===== config.mk =====
export PLATFORM = sky130hd
export DESIGN_NAME = iuc_ctrl
export DESIGN_NICKNAME = d
export VERILOG_FILES = /design/src/iuc_pkg.sv /design/src/iuc_ctrl.sv /design/src/iuc_sext_check.sv
export SDC_FILE = /design/constraint.sdc
export NUM_CORES = 1
export LEC_CHECK = 0
export ABC_AREA = 0
export BUFFER_PORTS_ARGS = -buffer_cell sky130_fd_sc_hd__buf_2
export CAP_MARGIN = 20
export CORE_ASPECT_RATIO = 1.5
export CORE_MARGIN = 2
export CORE_UTILIZATION = 58
export DETAILED_ROUTE_END_ITERATION = 16
export GPL_ROUTABILITY_DRIVEN = 0
export PLACE_DENSITY_LB_ADDON = 0.08
export SKIP_CTS_REPAIR_TIMING = 1
export SLEW_MARGIN = 20
export SYNTH_ARGS = -nofsm -noshare
export SYNTH_HDL_FRONTEND = slang
export SYNTH_SLANG_ARGS = --single-unit

===== constraint.sdc =====
create_clock -name SYS_CLK_I -period 2.6 [get_ports SYS_CLK_I]
set_input_delay 0.39 -clock SYS_CLK_I [delete_from_list [all_inputs] [get_ports SYS_CLK_I]]
set_output_delay 0.39 -clock SYS_CLK_I [all_outputs]
set_load 0.01 [all_outputs]

===== src/iuc_pkg.sv =====
`default_nettype none
package iuc_pkg;
    // Register byte offsets on the AHB-Lite slave
    localparam logic [7:0] CTRL_OFF = 8'h00;
    localparam logic [7:0] IRQ_STAT_OFF = 8'h04;
    localparam logic [7:0] IRQ_MASK_OFF = 8'h08;
    localparam logic [7:0] CHECK_VA_LO_OFF = 8'h0C;
    localparam logic [7:0] CHECK_VA_HI_OFF = 8'h10;
    localparam logic [7:0] FMT_VA_LO_OFF = 8'h14;
    localparam logic [7:0] FMT_VA_HI_OFF = 8'h18;
    localparam logic [7:0] PERF_CTRL_OFF = 8'h1C;
    localparam logic [7:0] COUNT0_OFF = 8'h20;
    localparam logic [7:0] COUNT1_OFF = 8'h24;
    // Control field positions
    localparam int SINGLE_ISSUE_BIT = 17;
    localparam int FORM32_BIT = 16;
    localparam int WIDE_VA_BIT = 15;
    localparam int SERIAL_RX_BIT = 14;
    localparam int SERIAL_TX_BIT = 13;
    localparam int HW_KERNEL_BIT = 12;
    localparam int BP_HI_BIT = 11;
    localparam int BP_LO_BIT = 10;
    localparam int PF_HI = 9;
    localparam int PF_LO = 8;
    localparam int SHADOW_HI_BIT = 7;
    localparam int SP_HI = 5;
    localparam int SP_LO = 3;
    localparam int IC_HI = 2;
    localparam int IC_LO = 1;
    localparam int SYS_CNT_BIT = 0;
    localparam int CTRL_W = 18;
    // Reset value: everything zero except both icache sets enabled
    localparam logic [17:0] CTRL_RESET = 18'h00006;
    // Virtual address widths
    localparam int VA_NARROW = 43;
    localparam int VA_WIDE = 48;
    // Interrupt status bits
    localparam int IRQ_VIOL_BIT = 0;
    localparam int IRQ_W = 1;
    // Perf control bits: counter0 enable, counter1 enable, process enable
    localparam int PC0_EN_BIT = 0;
    localparam int PC1_EN_BIT = 1;
    localparam int PROC_EN_BIT = 2;
    // AHB encodings
    localparam logic [1:0] HTRANS_NONSEQ = 2'h2;
    localparam logic [1:0] HTRANS_SEQ = 2'h3;
    localparam logic [2:0] HSIZE_WORD = 3'h2;
endpackage
`default_nettype wire


===== src/iuc_ctrl.sv =====
// Overview of operation
// - Single-issue bit restricts issue to lowest queue entries.
// - Bit 16 selects the format of the formatted address read.
// - Wide bit selects 48-bit, else 43-bit address format.
// - Address not equal to its sign extension raises access violation.
// - Wide bit vectors double misses to the four-level entry.
// - Writing transmit bit drives the boot serial clock pin.
// - Kernel enable bit permits privileged reserved opcodes in kernel mode.
// - Upper predict bit forces not-taken, else dynamic prediction.
// - With upper predict bit clear, lower predict bit forces local history, else chooser decides.
// - Prefetch depth field gives stream prefetches after icache miss.
// - Upper shadow bit swaps R4-R7, R20-R23 to shadow registers.
// - Superpage field controls instruction-fetch superpage mapping.
// - Each icache set bit permits fills without invalidating contents.
// - System count bit enables counting on individually enabled counters.
// - Counter increments when enabled and system or process enable set.
`default_nettype none
module iuc_ctrl (
    input wire logic SYS_CLK_I,
    input wire logic SRST_I,
    input wire logic [31:0] HADDR_I,
    input wire logic [1:0] HTRANS_I,
    input wire logic HWRITE_I,
    input wire logic [2:0] HSIZE_I,
    input wire logic HSEL_I,
    input wire logic HREADY_I,
    input wire logic [31:0] HWDATA_I,
    output logic [31:0] HRDATA_O,
    output logic HREADYOUT_O,
    output logic HRESP_O,
    output logic IRQ_O,
    input wire logic SERIAL_DATA_I,
    output logic BOOT_SERIAL_CLOCK_O,
    output logic SINGLE_ISSUE_O,
    output logic HW_KERNEL_EN_O,
    output logic PREDICT_NOT_TAKEN_O,
    output logic PREDICT_LOCAL_ONLY_O,
    output logic [1:0] PREFETCH_DEPTH_O,
    output logic SHADOW_EN_O,
    output logic [2:0] SUPERPAGE_EN_O,
    output logic [1:0] ICACHE_FILL_EN_O,
    output logic DOUBLE_MISS_FOUR_LEVEL_O,
    input wire logic EVENT0_I,
    input wire logic EVENT1_I
);
    import iuc_pkg::*;

    typedef enum logic [1:0] {PH_IDLE = 2'b00, PH_DATA = 2'b01} phase_t;

    logic [CTRL_W-1:0] ctrl_r;
    logic [IRQ_W-1:0] stat_r;
    logic [IRQ_W-1:0] mask_r;
    logic [63:0] check_va_r;
    logic [2:0] perf_r;
    logic [31:0] cnt0_r;
    logic [31:0] cnt1_r;
    logic sync1_r;
    logic sync2_r;
    phase_t phase_r;
    logic wr_pend_r;
    logic [7:0] addr_r;

    // Address phase capture
    wire addr_valid = HSEL_I && HREADY_I &&
        (HTRANS_I == HTRANS_NONSEQ || HTRANS_I == HTRANS_SEQ);
    wire rd_take = addr_valid && !HWRITE_I;
    wire wr_now = wr_pend_r && (phase_r == PH_DATA); // Write lands in its data phase
    wire [7:0] haddr_lo = HADDR_I[7:0];

    // Decode of the data-phase write and the address-phase status read
    wire wr_ctrl = wr_now && (addr_r == CTRL_OFF);
    wire wr_mask = wr_now && (addr_r == IRQ_MASK_OFF);
    wire wr_va_lo = wr_now && (addr_r == CHECK_VA_LO_OFF);
    wire wr_va_hi = wr_now && (addr_r == CHECK_VA_HI_OFF);
    wire wr_perf = wr_now && (addr_r == PERF_CTRL_OFF);
    wire rd_stat = rd_take && (haddr_lo == IRQ_STAT_OFF);

    // Sign-extension checker on the software-loaded address
    logic violation;
    logic [63:0] va_fmt;
    iuc_sext_check u_check (
        .va_i(check_va_r),
        .wide_i(ctrl_r[WIDE_VA_BIT]),
        .form32_i(ctrl_r[FORM32_BIT]),
        .violation_o(violation),
        .formatted_o(va_fmt)
    );

    // Read mux; the write-only transmit bit reads as zero
    wire [31:0] ctrl_rd = {14'h0000, ctrl_r[17:15], sync2_r, 1'b0, ctrl_r[12:0]};
    logic [31:0] rd_mux;
    always_comb begin
        if (haddr_lo == CTRL_OFF) begin
            rd_mux = ctrl_rd;
        end else if (haddr_lo == IRQ_STAT_OFF) begin
            rd_mux = {31'h00000000, stat_r};
        end else if (haddr_lo == IRQ_MASK_OFF) begin
            rd_mux = {31'h00000000, mask_r};
        end else if (haddr_lo == CHECK_VA_LO_OFF) begin
            rd_mux = check_va_r[31:0];
        end else if (haddr_lo == CHECK_VA_HI_OFF) begin
            rd_mux = check_va_r[63:32];
        end else if (haddr_lo == FMT_VA_LO_OFF) begin
            rd_mux = va_fmt[31:0];
        end else if (haddr_lo == FMT_VA_HI_OFF) begin
            rd_mux = va_fmt[63:32];
        end else if (haddr_lo == PERF_CTRL_OFF) begin
            rd_mux = {29'h00000000, perf_r};
        end else if (haddr_lo == COUNT0_OFF) begin
            rd_mux = cnt0_r;
        end else if (haddr_lo == COUNT1_OFF) begin
            rd_mux = cnt1_r;
        end else begin
            rd_mux = 32'h00000000; // Unmapped reads as zero, OKAY
        end
    end

    // Bus phase tracking: slave never inserts wait states
    always_ff @(posedge SYS_CLK_I) begin
        if (SRST_I) begin
            phase_r <= PH_IDLE;
            wr_pend_r <= 1'b0;
            addr_r <= 8'h00;
            HRDATA_O <= 32'h00000000;
        end else begin
            phase_r <= addr_valid ? PH_DATA : PH_IDLE;
            wr_pend_r <= addr_valid && HWRITE_I;
            if (addr_valid) begin
                addr_r <= haddr_lo;
            end
            if (rd_take) begin
                HRDATA_O <= rd_mux;
            end
        end
    end

    // Control register; transmit bit is written like the others
    always_ff @(posedge SYS_CLK_I) begin
        if (SRST_I) begin
            ctrl_r <= CTRL_RESET;
        end else if (wr_ctrl) begin
            ctrl_r <= {HWDATA_I[17:15], 1'b0, HWDATA_I[13:0]};
        end
    end

    // Software-loaded address, mask and perf enables
    always_ff @(posedge SYS_CLK_I) begin
        if (SRST_I) begin
            check_va_r <= 64'h0000000000000000;
            mask_r <= '0;
            perf_r <= 3'h0;
        end else begin
            if (wr_va_lo) check_va_r[31:0] <= HWDATA_I;
            if (wr_va_hi) check_va_r[63:32] <= HWDATA_I;
            if (wr_mask) mask_r <= HWDATA_I[IRQ_W-1:0];
            if (wr_perf) perf_r <= HWDATA_I[2:0];
        end
    end

    // Sticky violation flag: a new event wins over the read-clear
    always_ff @(posedge SYS_CLK_I) begin
        if (SRST_I) begin
            stat_r <= '0;
        end else begin
            stat_r[IRQ_VIOL_BIT] <= violation || (stat_r[IRQ_VIOL_BIT] && !rd_stat);
        end
    end

    // Serial data input, two-stage synchroniser for safety
    always_ff @(posedge SYS_CLK_I) begin
        if (SRST_I) begin
            sync1_r <= 1'b0;
            sync2_r <= 1'b0;
        end else begin
            sync1_r <= SERIAL_DATA_I;
            sync2_r <= sync1_r;
        end
    end

    // Counting permission: individual enable and (system or process)
    wire any_en = ctrl_r[SYS_CNT_BIT] || perf_r[PROC_EN_BIT];
    wire inc0 = EVENT0_I && perf_r[PC0_EN_BIT] && any_en;
    wire inc1 = EVENT1_I && perf_r[PC1_EN_BIT] && any_en;
    always_ff @(posedge SYS_CLK_I) begin
        if (SRST_I) begin
            cnt0_r <= 32'h00000000;
            cnt1_r <= 32'h00000000;
        end else begin
            if (inc0) cnt0_r <= cnt0_r + 32'h00000001;
            if (inc1) cnt1_r <= cnt1_r + 32'h00000001;
        end
    end

    // Registered field outputs towards the core; fields already flops
    always_ff @(posedge SYS_CLK_I) begin
        if (SRST_I) begin
            IRQ_O <= 1'b0;
            BOOT_SERIAL_CLOCK_O <= 1'b0;
            SINGLE_ISSUE_O <= 1'b0;
            HW_KERNEL_EN_O <= 1'b0;
            PREDICT_NOT_TAKEN_O <= 1'b0;
            PREDICT_LOCAL_ONLY_O <= 1'b0;
            PREFETCH_DEPTH_O <= 2'h0;
            SHADOW_EN_O <= 1'b0;
            SUPERPAGE_EN_O <= 3'h0;
            ICACHE_FILL_EN_O <= 2'h3;
            DOUBLE_MISS_FOUR_LEVEL_O <= 1'b0;
        end else begin
            IRQ_O <= |(stat_r & mask_r);
            if (wr_ctrl) BOOT_SERIAL_CLOCK_O <= HWDATA_I[SERIAL_TX_BIT];
            SINGLE_ISSUE_O <= ctrl_r[SINGLE_ISSUE_BIT];
            HW_KERNEL_EN_O <= ctrl_r[HW_KERNEL_BIT];
            PREDICT_NOT_TAKEN_O <= ctrl_r[BP_HI_BIT];
            // Local-only matters only when the dynamic predictor is in use
            PREDICT_LOCAL_ONLY_O <= !ctrl_r[BP_HI_BIT] && ctrl_r[BP_LO_BIT];
            PREFETCH_DEPTH_O <= ctrl_r[PF_HI:PF_LO];
            SHADOW_EN_O <= ctrl_r[SHADOW_HI_BIT];
            SUPERPAGE_EN_O <= ctrl_r[SP_HI:SP_LO];
            ICACHE_FILL_EN_O <= ctrl_r[IC_HI:IC_LO];
            DOUBLE_MISS_FOUR_LEVEL_O <= ctrl_r[WIDE_VA_BIT];
        end
    end

    assign HREADYOUT_O = 1'b1; // Zero wait states keep the slave simple
    assign HRESP_O = 1'b0;

    // Checks
    property p_reset_icache;
        @(posedge SYS_CLK_I) SRST_I |=> (ctrl_r == CTRL_RESET);
    endproperty
    a_reset_icache: assert property (p_reset_icache) else $error("reset value wrong");

    property p_xmit;
        @(posedge SYS_CLK_I) disable iff (SRST_I)
        wr_ctrl |=> (BOOT_SERIAL_CLOCK_O == $past(HWDATA_I[SERIAL_TX_BIT]));
    endproperty
    a_xmit: assert property (p_xmit) else $error("transmit pin not driven");

    property p_single;
        @(posedge SYS_CLK_I) disable iff (SRST_I)
        wr_ctrl ##1 1 |=> (SINGLE_ISSUE_O == $past(HWDATA_I[SINGLE_ISSUE_BIT], 2));
    endproperty
    a_single: assert property (p_single) else $error("single issue mismatch");

    property p_viol;
        @(posedge SYS_CLK_I) disable iff (SRST_I)
        violation |=> stat_r[IRQ_VIOL_BIT];
    endproperty
    a_viol: assert property (p_viol) else $error("violation not recorded");

    property p_wide;
        @(posedge SYS_CLK_I) disable iff (SRST_I)
        (ctrl_r[WIDE_VA_BIT] && (check_va_r[63:47] == 17'h00000 ||
            check_va_r[63:47] == 17'h1FFFF)) |-> !violation;
    endproperty
    a_wide: assert property (p_wide) else $error("wide format wrong");

    property p_notaken;
        @(posedge SYS_CLK_I) disable iff (SRST_I)
        ctrl_r[BP_HI_BIT] |=> PREDICT_NOT_TAKEN_O && !PREDICT_LOCAL_ONLY_O;
    endproperty
    a_notaken: assert property (p_notaken) else $error("predict mode wrong");

    property p_count;
        @(posedge SYS_CLK_I) disable iff (SRST_I)
        !(perf_r[PC0_EN_BIT] && any_en) |=> $stable(cnt0_r);
    endproperty
    a_count: assert property (p_count) else $error("counter ran while off");

    property p_icache;
        @(posedge SYS_CLK_I) disable iff (SRST_I)
        $changed(ctrl_r[IC_HI:IC_LO]) |=> (ICACHE_FILL_EN_O == $past(ctrl_r[IC_HI:IC_LO]));
    endproperty
    a_icache: assert property (p_icache) else $error("fill enable lag");

    property p_rcv;
        @(posedge SYS_CLK_I) disable iff (SRST_I)
        ##2 1 |-> (sync2_r == $past(SERIAL_DATA_I, 2));
    endproperty
    a_rcv: assert property (p_rcv) else $error("receive sync wrong");

    property p_dmiss;
        @(posedge SYS_CLK_I) disable iff (SRST_I)
        1'b1 |=> (DOUBLE_MISS_FOUR_LEVEL_O == $past(ctrl_r[WIDE_VA_BIT]));
    endproperty
    a_dmiss: assert property (p_dmiss) else $error("double miss select lag");

    property p_local;
        @(posedge SYS_CLK_I) disable iff (SRST_I)
        !ctrl_r[BP_HI_BIT] |=> (PREDICT_LOCAL_ONLY_O == $past(ctrl_r[BP_LO_BIT]));
    endproperty
    a_local: assert property (p_local) else $error("local only select wrong");

    // Interrupt level follows unmasked status one cycle later
    property p_irq;
        @(posedge SYS_CLK_I) disable iff (SRST_I)
        1'b1 |=> (IRQ_O == $past(|(stat_r & mask_r)));
    endproperty
    a_irq: assert property (p_irq) else $error("interrupt level wrong");

    property p_inc0;
        @(posedge SYS_CLK_I) disable iff (SRST_I)
        inc0 |=> (cnt0_r == $past(cnt0_r) + 32'h00000001);
    endproperty
    a_inc0: assert property (p_inc0) else $error("counter missed an event");
endmodule // iuc_ctrl
`default_nettype wire


===== src/iuc_sext_check.sv =====
`default_nettype none
// Combinational sign-extension checker and formatter for one effective address
module iuc_sext_check (
    input wire logic [63:0] va_i,
    input wire logic wide_i,
    input wire logic form32_i,
    output logic violation_o,
    output logic [63:0] formatted_o
);
    import iuc_pkg::*;
    wire [63:0] sext_narrow = {{(64 - VA_NARROW){va_i[VA_NARROW - 1]}}, va_i[VA_NARROW - 1:0]};
    wire [63:0] sext_wide = {{(64 - VA_WIDE){va_i[VA_WIDE - 1]}}, va_i[VA_WIDE - 1:0]};
    wire [63:0] sext_sel = wide_i ? sext_wide : sext_narrow;
    // Violation when the upper bits are not a copy of the sign bit
    assign violation_o = (va_i != sext_sel);
    // 32-bit form keeps the low word sign extended; else the selected width
    assign formatted_o = form32_i ? {{32{va_i[31]}}, va_i[31:0]} : sext_sel;
endmodule // iuc_sext_check
`default_nettype wire


==> results.txt, run 1 <==
- Run status: completed
- The multi-input combinational cells in the finished layout cover a total of 5360 um^2.
- Data on the critical path arrives at its endpoint at between 2000 and 3000 ps.
- Number of max-slew violations in the final report: 0
- Commonest register cell after synthesis: dfxtp_1
* Met3 WL: 1340 um
- Flip-flop and latch area: roughly 4200 um^2
- The post-route netlist has approximately 17% of its cells at a drive strength greater than 1.
- Met2 routed wirelength: roughly 13,000 um
- The worst hold path belongs to the class in -> reg.
- Dividing the detail-routed via count by the number of cells gives between 5 and 6.
- The area growth from synthesis to layout is 14.4%.
- The worst setup path is captured at a flip-flop.
- PD cells: 582 nW/um^2
- Maximum number of buffers from clock root to sink: 3
- OpenSTA, run right after detailed placement, puts the worst setup slack at about 230 ps.
* Slew @ Worst Pin: around 700 ps
- Final wirelength: roughly 27,000 um
- Number of warning messages in the yosys log: 0
- Part of the power in combinational logic: under 10%
- Sequential cells burn 48.6% of the power.
- Post-synthesis instance area: ~10000 um^2
* Syn Nets: between 1,000 and 1,500
* Fill cell instance count of the final layout: roughly 1,500
* Power spent charging and discharging nets: roughly 1.5 mW
* Final Util: 67.6%
* Unrepaired setup endpoints after global routing: no
- Routed wire per std cell: 17.9 um
- Total routed wire length on the met1 layer: 11,900 um
- Initial antenna violation count: 0
* Switching portion of total power: between 20% and 30%
- After floorplanning, the core was sized to cover about 17,000 um^2.
- Clock latency of the later-clocked register in the worst-skew pair: about 500 ps
- Between clock sinks in the finished design, the worst skew comes to between 9 and 10 ps.
* Number of setup violations in the final report: 0
- The worst path in the final design needs a cycle of roughly 2200 ps, including I/O delays and setup.
- Of the available clock period, the critical path in the final layout requires 84.9%.
- Of all nets on the critical path, the largest fanout is 9.
- Overall die width: approximately 110 um
- Fin area: 11,300 um^2
* Pin count of the biggest net entering global routing: 66
- Critical path start-end classification: reg -> reg
- The detailed router placed between 9,000 and 10,000 vias in this run.
- Clock buffers created by TritonCTS: 21
- The first global-routing pass estimated between 40,000 and 50,000 um of wire.
* Clk sink count: 208
* Placement Cell Area: about 11,000 um^2
* Grt total ovfl: 0
- Before antenna repair, the detailed router went through 7 iterations.
- In this run the number of H-tree levels came out at 1.
- STA classifies the critical path startpoint as a flip-flop.
- Counting flops with a built-in enable in the synthesized netlist gives 0.
- The detail route stage leaves a number of antenna-violating nets equal to 0.
- After clock tree synthesis, the clock-pin slew on the worst setup and hold paths is approximately 60 ps.
- Setup WS post-layout: 392 ps
- Synthesis produced a netlist whose cell count is 1,223.
- Global routing used between 20 and 30% of the available tracks across all layers.
- The repair_antennas step left the layout with diodes totalling 0.
- Part of the Yosys area used for sequential elements: between 40% and 50%
- After routing, the total negative slack on setup checks comes to 0 ps.
* CTS Root Cell: clkbuf_16
- Standard-cell rows: 58
- Worst-case vdd ir drop: around 0.54 mV
- Number of storage elements in the synthesis netlist: approximately 210
- Starting utilization of the core area: between 50% and 60%
- HPWL after detailed placement: roughly 19,000 um
- In the synthesized netlist the async set-or-reset flop fraction comes to 0%.
* Total Die Area: about 18,000 um^2
* Tightest slew margin relative to the limit: 51.9%
- Max-cap violations in this run came to 0.
- Endpoints failing hold: 0
- The die is ~160 um tall.
- During placement, the flow inserted port buffers numbering 95.
- Number of nets in the final layout: around 1,400
- After the first detailed-routing iteration, the DRC count stood at between 800 and 900.
* CTS tree: yes
- After detailed routing, the number of remaining DRC violations is 0.
- Unique masters post-synth: between 70 and 80
- For this design the static power due to leakage is between 4 and 5 nW.
- Based on the critical path, the design can be clocked at up to 453 MHz.
- The clock network accounts for a little under half of the total power.
- Each instance of the synthesized netlist takes up on average between 8 and 9 um^2.
* Uppermost signal routing layer after detailed routing: met4
- In this run the count of I/O pins placed on the die edge is ~130.
- Required time at the worst-slack endpoint: 2980 ps
- Internal power: 5.14 mW
- Number of global-route vias before repair: 8,490
registers in the layout, indices dropped and copies added, names as in the netlist, 2 cells and up:
signal / cells
PREFETCH_DEPTH_O: 2
ctrl_r: 17
HRDATA_O: 32
addr_r: 8
perf_r: 3
cnt0_r: 32
check_va_r: 64
ICACHE_FILL_EN_O: 2
cnt1_r: 32
SUPERPAGE_EN_O: 3
cell type report:
type                    count  share of cell area (%)
inverters                  17                   0.563
repair buffers            136                    6.96
flip-flops and latches    208                    36.7
clock inverters             9                    1.13
multi-input cells         920                    47.2
clock buffers              26                    5.07
well taps                 210                    2.32
power by group through the flow:
stage / Clock, mW / Combinational (mW) / Sequential (mW)
finish: 3.12 / 0.275 / 3.20
global route: 3.27 / 0.298 / 3.20
CTS: 3.16 / 0.270 / 3.20
detailed placement: 0 / 0.269 / 3.28
global placement: 0 / 0.268 / 3.28
floorplan: 0 / 0.157 / 3.27
worst max-delay path, cell delays in order (launching register included):
cell      delay (ps)
dfxtp_1          450
o211ai_1         200
or4_1            770
nor4_1           290
mux2_2           380
cells in the final DEF, fill, tap and decap left out, drive strengths merged, types with 4 or more instances in the layout:
| master | instances |
|---|---|
| and4 | 7 |
| o221a | 4 |
| xnor2 | 19 |
| nand3 | 37 |
| nor2b | 25 |
| nor3 | 25 |
| mux2 | 17 |
| o22ai | 8 |
| or4 | 10 |
| nand4 | 26 |
| nand2b | 8 |
| nand2 | 206 |
| xor2 | 19 |
| nand3b | 4 |
| o31ai | 6 |
| a22o | 10 |
| and3 | 16 |
| mux2i | 41 |
| inv | 17 |
| a31o | 8 |
| buf | 136 |
| a211o | 4 |
| a21oi | 127 |
| nor4 | 17 |
| and2 | 8 |
| clkbuf | 26 |
| a21o | 8 |
| o221ai | 4 |
| o211ai | 12 |
| or2 | 8 |
| o22a | 6 |
| nor2 | 113 |
| dfxtp | 208 |
| or3 | 8 |
| o21ai | 64 |
layer usage:
| metal | vias to the layer above | GRT usage [%] |
|---|---|---|
| met5 | - | 0 |
| met4 | 0 | 10.5 |
| met3 | 68 | 2.73 |
| met2 | 297 | 50.8 |
| met1 | 4275 | 38.1 |
| li1 | 4469 | - |
per-stage QoR:
step / power, mW / hold slack (ps) / instances
after global routing: 6.77 / 126 / 1526
after global placement: 3.54 / 424 / 1491
after detailed placement: 3.54 / 446 / 1491
after floorplan: 3.43 / 414 / 1223
final: 6.60 / 101 / 1526
after CTS: 6.63 / 85.6 / 1526
cells in the mapped netlist, drive strengths merged (17+ instances only):
cell,instances,area (um^2)
a21oi,127,636
buf,22,119
clkbuf,55,206
dfxtp,208,4160
inv,17,63.8
mux2,17,191
mux2i,41,410
nand2,206,773
nand3,37,198
nand4,26,163
nor2,113,424
nor2b,25,156
nor3,25,136
nor4,17,134
o21ai,64,324
xnor2,19,166
xor2,19,166
cell families after synthesis:
logic type	Yosys count	synth area share, %
compound gates	291	18.2
fa+ha+maj	2	0.252
buf+inv	95	4.01
flops	208	42.0
xor+xnor	38	3.36
simple gates	529	26.0
other cells	2	0.0758
mux	58	6.07
path summary, 6_finish.rpt:
| path | to | from | slack [ps] | cells past startpoint |
|---|---|---|---|---|
| worst max-delay path | cnt0_r[31]$_SDFFE_PP0P_ | perf_r[2]$_SDFFE_PP0P_ | 390 | 4 |
| worst min-delay path | sync1_r$_SDFF_PP0_ | SERIAL_DATA_I | 100 | 2 |
| worst max register to register | cnt0_r[31]$_SDFFE_PP0P_ | perf_r[2]$_SDFFE_PP0P_ | 390 | 4 |
| worst min register to register | check_va_r[33]$_SDFFE_PP0P_ | check_va_r[33]$_SDFFE_PP0P_ | 460 | 2 |
Power figures use the tool's default switching activity.
==> run 2: changes to the inputs <==
==> constraint.sdc (replaced) <==
create_clock -name SYS_CLK_I -period 2.06 [get_ports SYS_CLK_I]
set_input_delay 0.309 -clock SYS_CLK_I [delete_from_list [all_inputs] [get_ports SYS_CLK_I]]
set_output_delay 0.309 -clock SYS_CLK_I [all_outputs]
set_load 0.01 [all_outputs]
==> run 2 against run 1 <==
Effect of this change: via count grew 2.9%; sequential cell count is the same; register-to-register slack lost 290 ps; core utilization grew 3.1 points; combinational power grew 40%; global-route usage grew 0.76 points; critical path type unchanged.
==> results.txt, run 2 (synthesis results as in run 1) <==
* Run status: completed
- First-pass GRT wire length: around 45,000 um
* Area occupied by multi-input gates: 5360 um^2
* Count of max-cap constraint violations: 0
- Clock buffers created by TritonCTS: 21
- TritonCTS built the clock tree.
* Required time at the worst-slack endpoint: 2500 ps
- Setup violations remaining at the end of the flow were counted as 0.
* Number of nets in the final layout: 1,439
* Starting utilization of the core area: 59.1%
- The register with the most flip-flops in the final layout is check_va_r.
- The max-slew violation count came to 0.
* Arrival time at the worst endpoint: ~2400 ps
- Total Die Area: between 15,000 and 20,000 um^2
- Share of the clock period used by the worst path after layout: approximately 95%
- Maximum number of buffers from clock root to sink: 3
- Leakage power total: 4.55 nW
* PD cells: slightly above 700 nW/um^2
* Flip-flop and latch area: about 4200 um^2
- Endpoints failing hold: 0
* Hold Path Class: in -> reg
- Critical path start-end classification: reg -> reg
* Clock latency of the later-clocked register in the worst-skew pair: approximately 500 ps
- Overall die width: 111 um
- The worst setup path is launched from a flip-flop.
- Leaving out fill and tap cells, the most frequent cell in the layout is dfxtp_1.
- GRT Total Usage: 30.0%
- Crit-path slowest cell: nor4_4
- Number of global-route vias before repair: 8,874
- Detailed routing inserted a total of roughly 9,400 vias.
- In this run the number of H-tree levels came out at 1.
- In this run the worst path has a maximum fanout of 5.
* Antenna Cells: 0
- After the first detailed-routing iteration, the DRC count stood at 794.
- Setup WS post-layout: ~110 ps
- OpenSTA, run right after detailed placement, puts the worst setup slack at -128 ps.
- Final wirelength: ~28,000 um
- In the layout the commonest cells are dfxtp_1 (208), nand2_1 (206), a21oi_1 (127).
* Standard-cell rows: a little under 60
- Worst-path clk slew: ~70 ps
* Pin count of the biggest net entering global routing: ~110
* Unrepaired setup endpoints after global routing: no
- Initial antenna violation count: 0
- Traced cell by cell, the critical path runs through nand4_1 -> nor4_4 -> buf_4 -> nand4_1 -> or3_1 -> nand2_1.
* Routed wire per std cell: between 15 and 20 um
* Final Util: approximately 71%
- The register with the most flip-flops in the layout has 64 of them.
* Element type at the critical path end: flip-flop
- The wire-length estimate of the detail-placed layout is 20,200 um.
* DRT Pass-1 Iters: 5
- At the pin with the least slew margin, the transition time is around 700 ps.
- Count of port buffers added during placement: 95
- Using the TritonRoute via totals, the vias-per-cell ratio works out to approximately 6.
- Timing would allow up to 512 MHz.
- Residual DRC count: 0
* Tightest slew margin relative to the limit: between 50% and 60%
- After filler insertion, the fill cell instance count of the layout stands at between 1,000 and 1,500.
- For this run, the slowest stage of the critical path takes slightly below 500 ps.
* Area growth, synth to finish: 19.6%
- On the final layout, the worst hold slack is ~9.2 ps.
* Die Height: ~160 um
- Period minus WS final: 1950 ps
- Critical path's most frequent cell: nand4_1
* Count of boundary I/O pins: between 100 and 150
* Post-route ant nets: 0
* CTS Root Cell: clkbuf_16
- Total power consumption of the routed design: around 8.4 mW
* Clk sink count: 208
- IR analysis of the VDD net gives a maximum drop of 0.904 mV.
- On the final layout, the worst clock skew is 16.5 ps.
- Proportion of layout cells with a drive suffix above 1: around a fifth
- Core outline area: ~17,000 um^2
* Grt total ovfl: 0
run 2: cell count changes in the layout (fill, tap and decap cells not counted), sizes merged:
cell,before,now
clkinvlp,3,0
clkbuf,26,27
buf,136,192
inv,17,18
clkinv,3,7
run 2: per-layer routing:
layer	part of all wire, %	global-route usage [%]	vias up	routed length (um)
met5	0	0	-	0
met4	3.4	11.8	0	960
met3	5.8	4.06	64	1640
met2	48	52.2	317	13700
met1	42	37.8	4405	11900
li1	-	-	4591	-
run 2: final timing paths:
path	start	to	slack, ps	cells past startpoint
setup / recovery	cnt1_r[6]$_SDFFE_PP0P_	cnt1_r[17]$_SDFFE_PP0P_	110	6
hold / removal	SERIAL_DATA_I	sync1_r$_SDFF_PP0_	9	2
setup reg to reg	cnt1_r[6]$_SDFFE_PP0P_	cnt1_r[17]$_SDFFE_PP0P_	110	6
hold reg to reg	sync1_r$_SDFF_PP0_	sync2_r$_SDFF_PP0_	450	1
run 2: report_power, final:
| part | switching [mW] | internal (mW) | total [mW] | leakage, nW |
|---|---|---|---|---|
| logic | 0.246 | 0.139 | 0.385 | 2.51 |
| clock network | 1.62 | 2.36 | 3.98 | 0.358 |
| registers | 0.0103 | 4.03 | 4.04 | 1.68 |
run 2: critical path: cells and delay by family, from the launching register on:
kind,cells,cell delay (ps)
simple gates,5,1280
flops,1,390
buf+inv,1,220
run 2: metrics by stage:
stage          TNS (ps)  std cells  instance area [um^2]
2_1_floorplan         0       1223                  9910
3_3_place_gp      -1070       1547                 11100
3_5_place_dp      -1320       1547                 11100
4_1_cts               0       1585                 11800
5_1_grt               0       1585                 11800
6_report              0       1585                 11800
run 2: layout make-up:
type	count	share of cell area, %
clock buffers	27	4.88
well taps	210	2.22
flip-flops and latches	208	35.1
repair buffers	192	10.8
multi-input cells	920	45.2
inverters	17	0.539
clock inverters	11	1.13
==> run 3: changes to the inputs <==
--- a/config.mk
+++ b/config.mk
@@ -13,6 +13,7 @@
 export CORE_UTILIZATION = 58
 export DETAILED_ROUTE_END_ITERATION = 16
 export GPL_ROUTABILITY_DRIVEN = 0
+export GPL_TIMING_DRIVEN = 0
 export PLACE_DENSITY_LB_ADDON = 0.08
 export SKIP_CTS_REPAIR_TIMING = 1
 export SLEW_MARGIN = 20
==> run 3 against run 2 <==
Effect of this change: via count increased by 4.0%; non-clock buffer count decreased by 6; clock skew decreased by 7.8 ps; global-route usage increased by 3.3 points; critical path type unchanged.
==> results.txt, run 3 (synthesis results as in run 1) <==
- By instance count, the cell type seen most on the critical path is or4_4.
- Overall die width: about 110 um
- Slew @ Worst Pin: 825 ps
- In the final routed layout, each cell accounts on average for approximately 20 um.
- GRT Total Usage: ~33%
- The layout has around 1,400 filler cells.
* Standard-cell rows: between 50 and 60
- Element type at the critical path end: flip-flop
- Measured in cells, the most critical reg-to-reg path has a length of 6.
- Setup repair after global routing could not meet its margin everywhere.
- Final wirelength: 31,600 um
- Walking the worst path, the cells encountered are and4_1 -> nand3_1 -> or4_4 -> buf_8 -> or4_4 -> a21oi_2.
* Met1 usage: between 40 and 50%
- Counting the buffers created by CTS gives 21.
- For this configuration, the core starts out at a cell density of 59.1%.
* Number of nets in the final layout: approximately 1,400
* Count of boundary I/O pins: 126
- TritonCTS built the clock tree.
- Die Height: 164 um
* First-pass GRT wire length: roughly 48,000 um
- Tightest slew margin relative to the limit: roughly 45%
* Vias: roughly 9,700
* Total Die Area: between 15,000 and 20,000 um^2
- Using the TritonRoute via totals, the vias-per-cell ratio works out to about 6.2.
* Detailed Route Iter0 Violations: roughly 1,200
- Count of max-cap constraint violations: 0
- The register with the most flip-flops in the layout has 64 of them.
* HPWL after detailed placement: 23,400 um
* Antenna Cells: 0
* Layout Skew: slightly below 9 ps
- Worst-path clk slew: approximately 60 ps
- Fin area: 11,600 um^2
* Clock latency of the later-clocked register in the worst-skew pair: about 500 ps
- Maximum cell stage delay along the critical path: approximately 480 ps
- The startpoint identified for the worst register-to-register timing path is cnt0_r[16]$_SDFFE_PP0P_.
- Along the worst hold path, the cell count comes to 2.
- Leakage power total: 4.36 nW
- The critical path runs through a total of 6 cells.
- Fraction of met3 tracks used by global routing: 4.46%
* Required time at the worst-slack endpoint: between 2000 and 3000 ps
- Global routing consumed, on the met2 layer, 55.8% of the routing resources.
- Commonest cells after routing, fill and taps aside: nand2_1 (206), dfxtp_1 (197), a21oi_1 (125)
* Run status: completed
* Most used routing layer: met2
- The number of antenna violations at the first check in global routing came to 0.
- Final Util: a little over two thirds
- Number of global-route vias before repair: 9,053
* Core outline area: between 15,000 and 20,000 um^2
- For the worst setup path, the data arrival time is between 2000 and 2500 ps.
- Timing would allow up to between 400 and 500 MHz.
- Maximum number of buffers from clock root to sink: 3
- Pin count of the biggest net entering global routing: 14
- Share of the clock period used by the worst path after layout: 99.1%
* PD cells: between 700 and 800 nW/um^2
- Worst-case vdd ir drop: between 0.7 and 0.8 mV
* Leading cell type in the layout, fill and taps excluded: nand2_1
* Origin of the worst min-delay path: SERIAL_DATA_I
* Area occupied by multi-input gates: 5480 um^2
- Fin cells: approximately 1,600
* Crit-path slowest cell: or4_4
* Proportion of layout cells with a drive suffix above 1: between 10% and 20%
* Period minus WS final: 2040 ps
- Setup violations remaining at the end of the flow were counted as 0.
- The worst setup path is of the reg -> reg kind.
* Residual DRC count: 0
* Number of instances in the placed design: 1,528
- Worst Setup SP: cnt0_r[16]$_SDFFE_PP0P_
* Flip-flop and latch area: approximately 4200 um^2
- The total overflow left after global routing is 0.
- The max-slew violation count is 0.
- Endpoints failing hold: 0
- In this run the remaining antenna-violating nets after routing total 0.
* CTS Root Cell: clkbuf_16
- Count of port buffers added during placement: 95
- Total power consumption of the routed design: roughly 8.3 mW
* Area growth, synth to finish: 17.3%
* Maximum fanout encountered on the critical timing path: 5
* Placement Cell Area: between 10,000 and 15,000 um^2
- The register with the most flip-flops in the final layout is check_va_r.
- Clk sink count: around 210
- The setup check on the worst reg-to-reg path leaves a slack of ~18 ps.
- H-tree levels: 1
- DRT Pass-1 Iters: 6
* Buffering stage count on the worst path with inverters included: 1
- Hold Path Class: in -> reg
- Family with the most delay on the worst path: simple AND/OR/NAND/NOR gates
* Critical Path Start Type: flip-flop
run 3: power breakdown:
group | switching [mW] | internal (mW)
Clock | 1.59 | 2.24
Combinational | 0.292 | 0.117
Sequential | 0.0122 | 4.03
Total | 1.90 | 6.39
run 3: cell type report:
cell class | instances | share of cell area [%]
buffer | 75 | 2.94
clock buffer | 33 | 5.51
clock inverter | 2 | 0.301
inverter | 17 | 0.549
multi-input combinational | 920 | 47.1
sequential | 208 | 36.0
tap | 210 | 2.26
timing repair buffer | 111 | 5.27
run 3: stage by stage:
step	TNS, ps	hold slack (ps)	worst slack [ps]
finish	0	14.3	18.3
global placement	-50340	423	-704
detailed placement	-53480	421	-685
global route	-723	50.3	-104
CTS	-32280	17.2	-539
floorplan	0	414	34.2
run 3: worst paths after layout:
path,to
max,cnt0_r[29]$_SDFFE_PP0P_
min,sync1_r$_SDFF_PP0_
max reg2reg,cnt0_r[29]$_SDFFE_PP0P_
min reg2reg,sync2_r$_SDFF_PP0_
run 3: metal layers:
| layer | part of all wire (%) | vias up |
|---|---|---|
| li1 | - | 4579 |
| met3 | 7.6 | 134 |
| met4 | 6.4 | 0 |
| met2 | 47 | 496 |
| met1 | 39 | 4540 |
| met5 | 0 | - |
run 3: worst reg2reg max path, stage by stage, from the launching register on:
cell     delay [ps]
dfxtp_2         380
and4_1          230
nand3_1         140
or4_4           480
buf_8           160
or4_4           480
a21oi_2         120
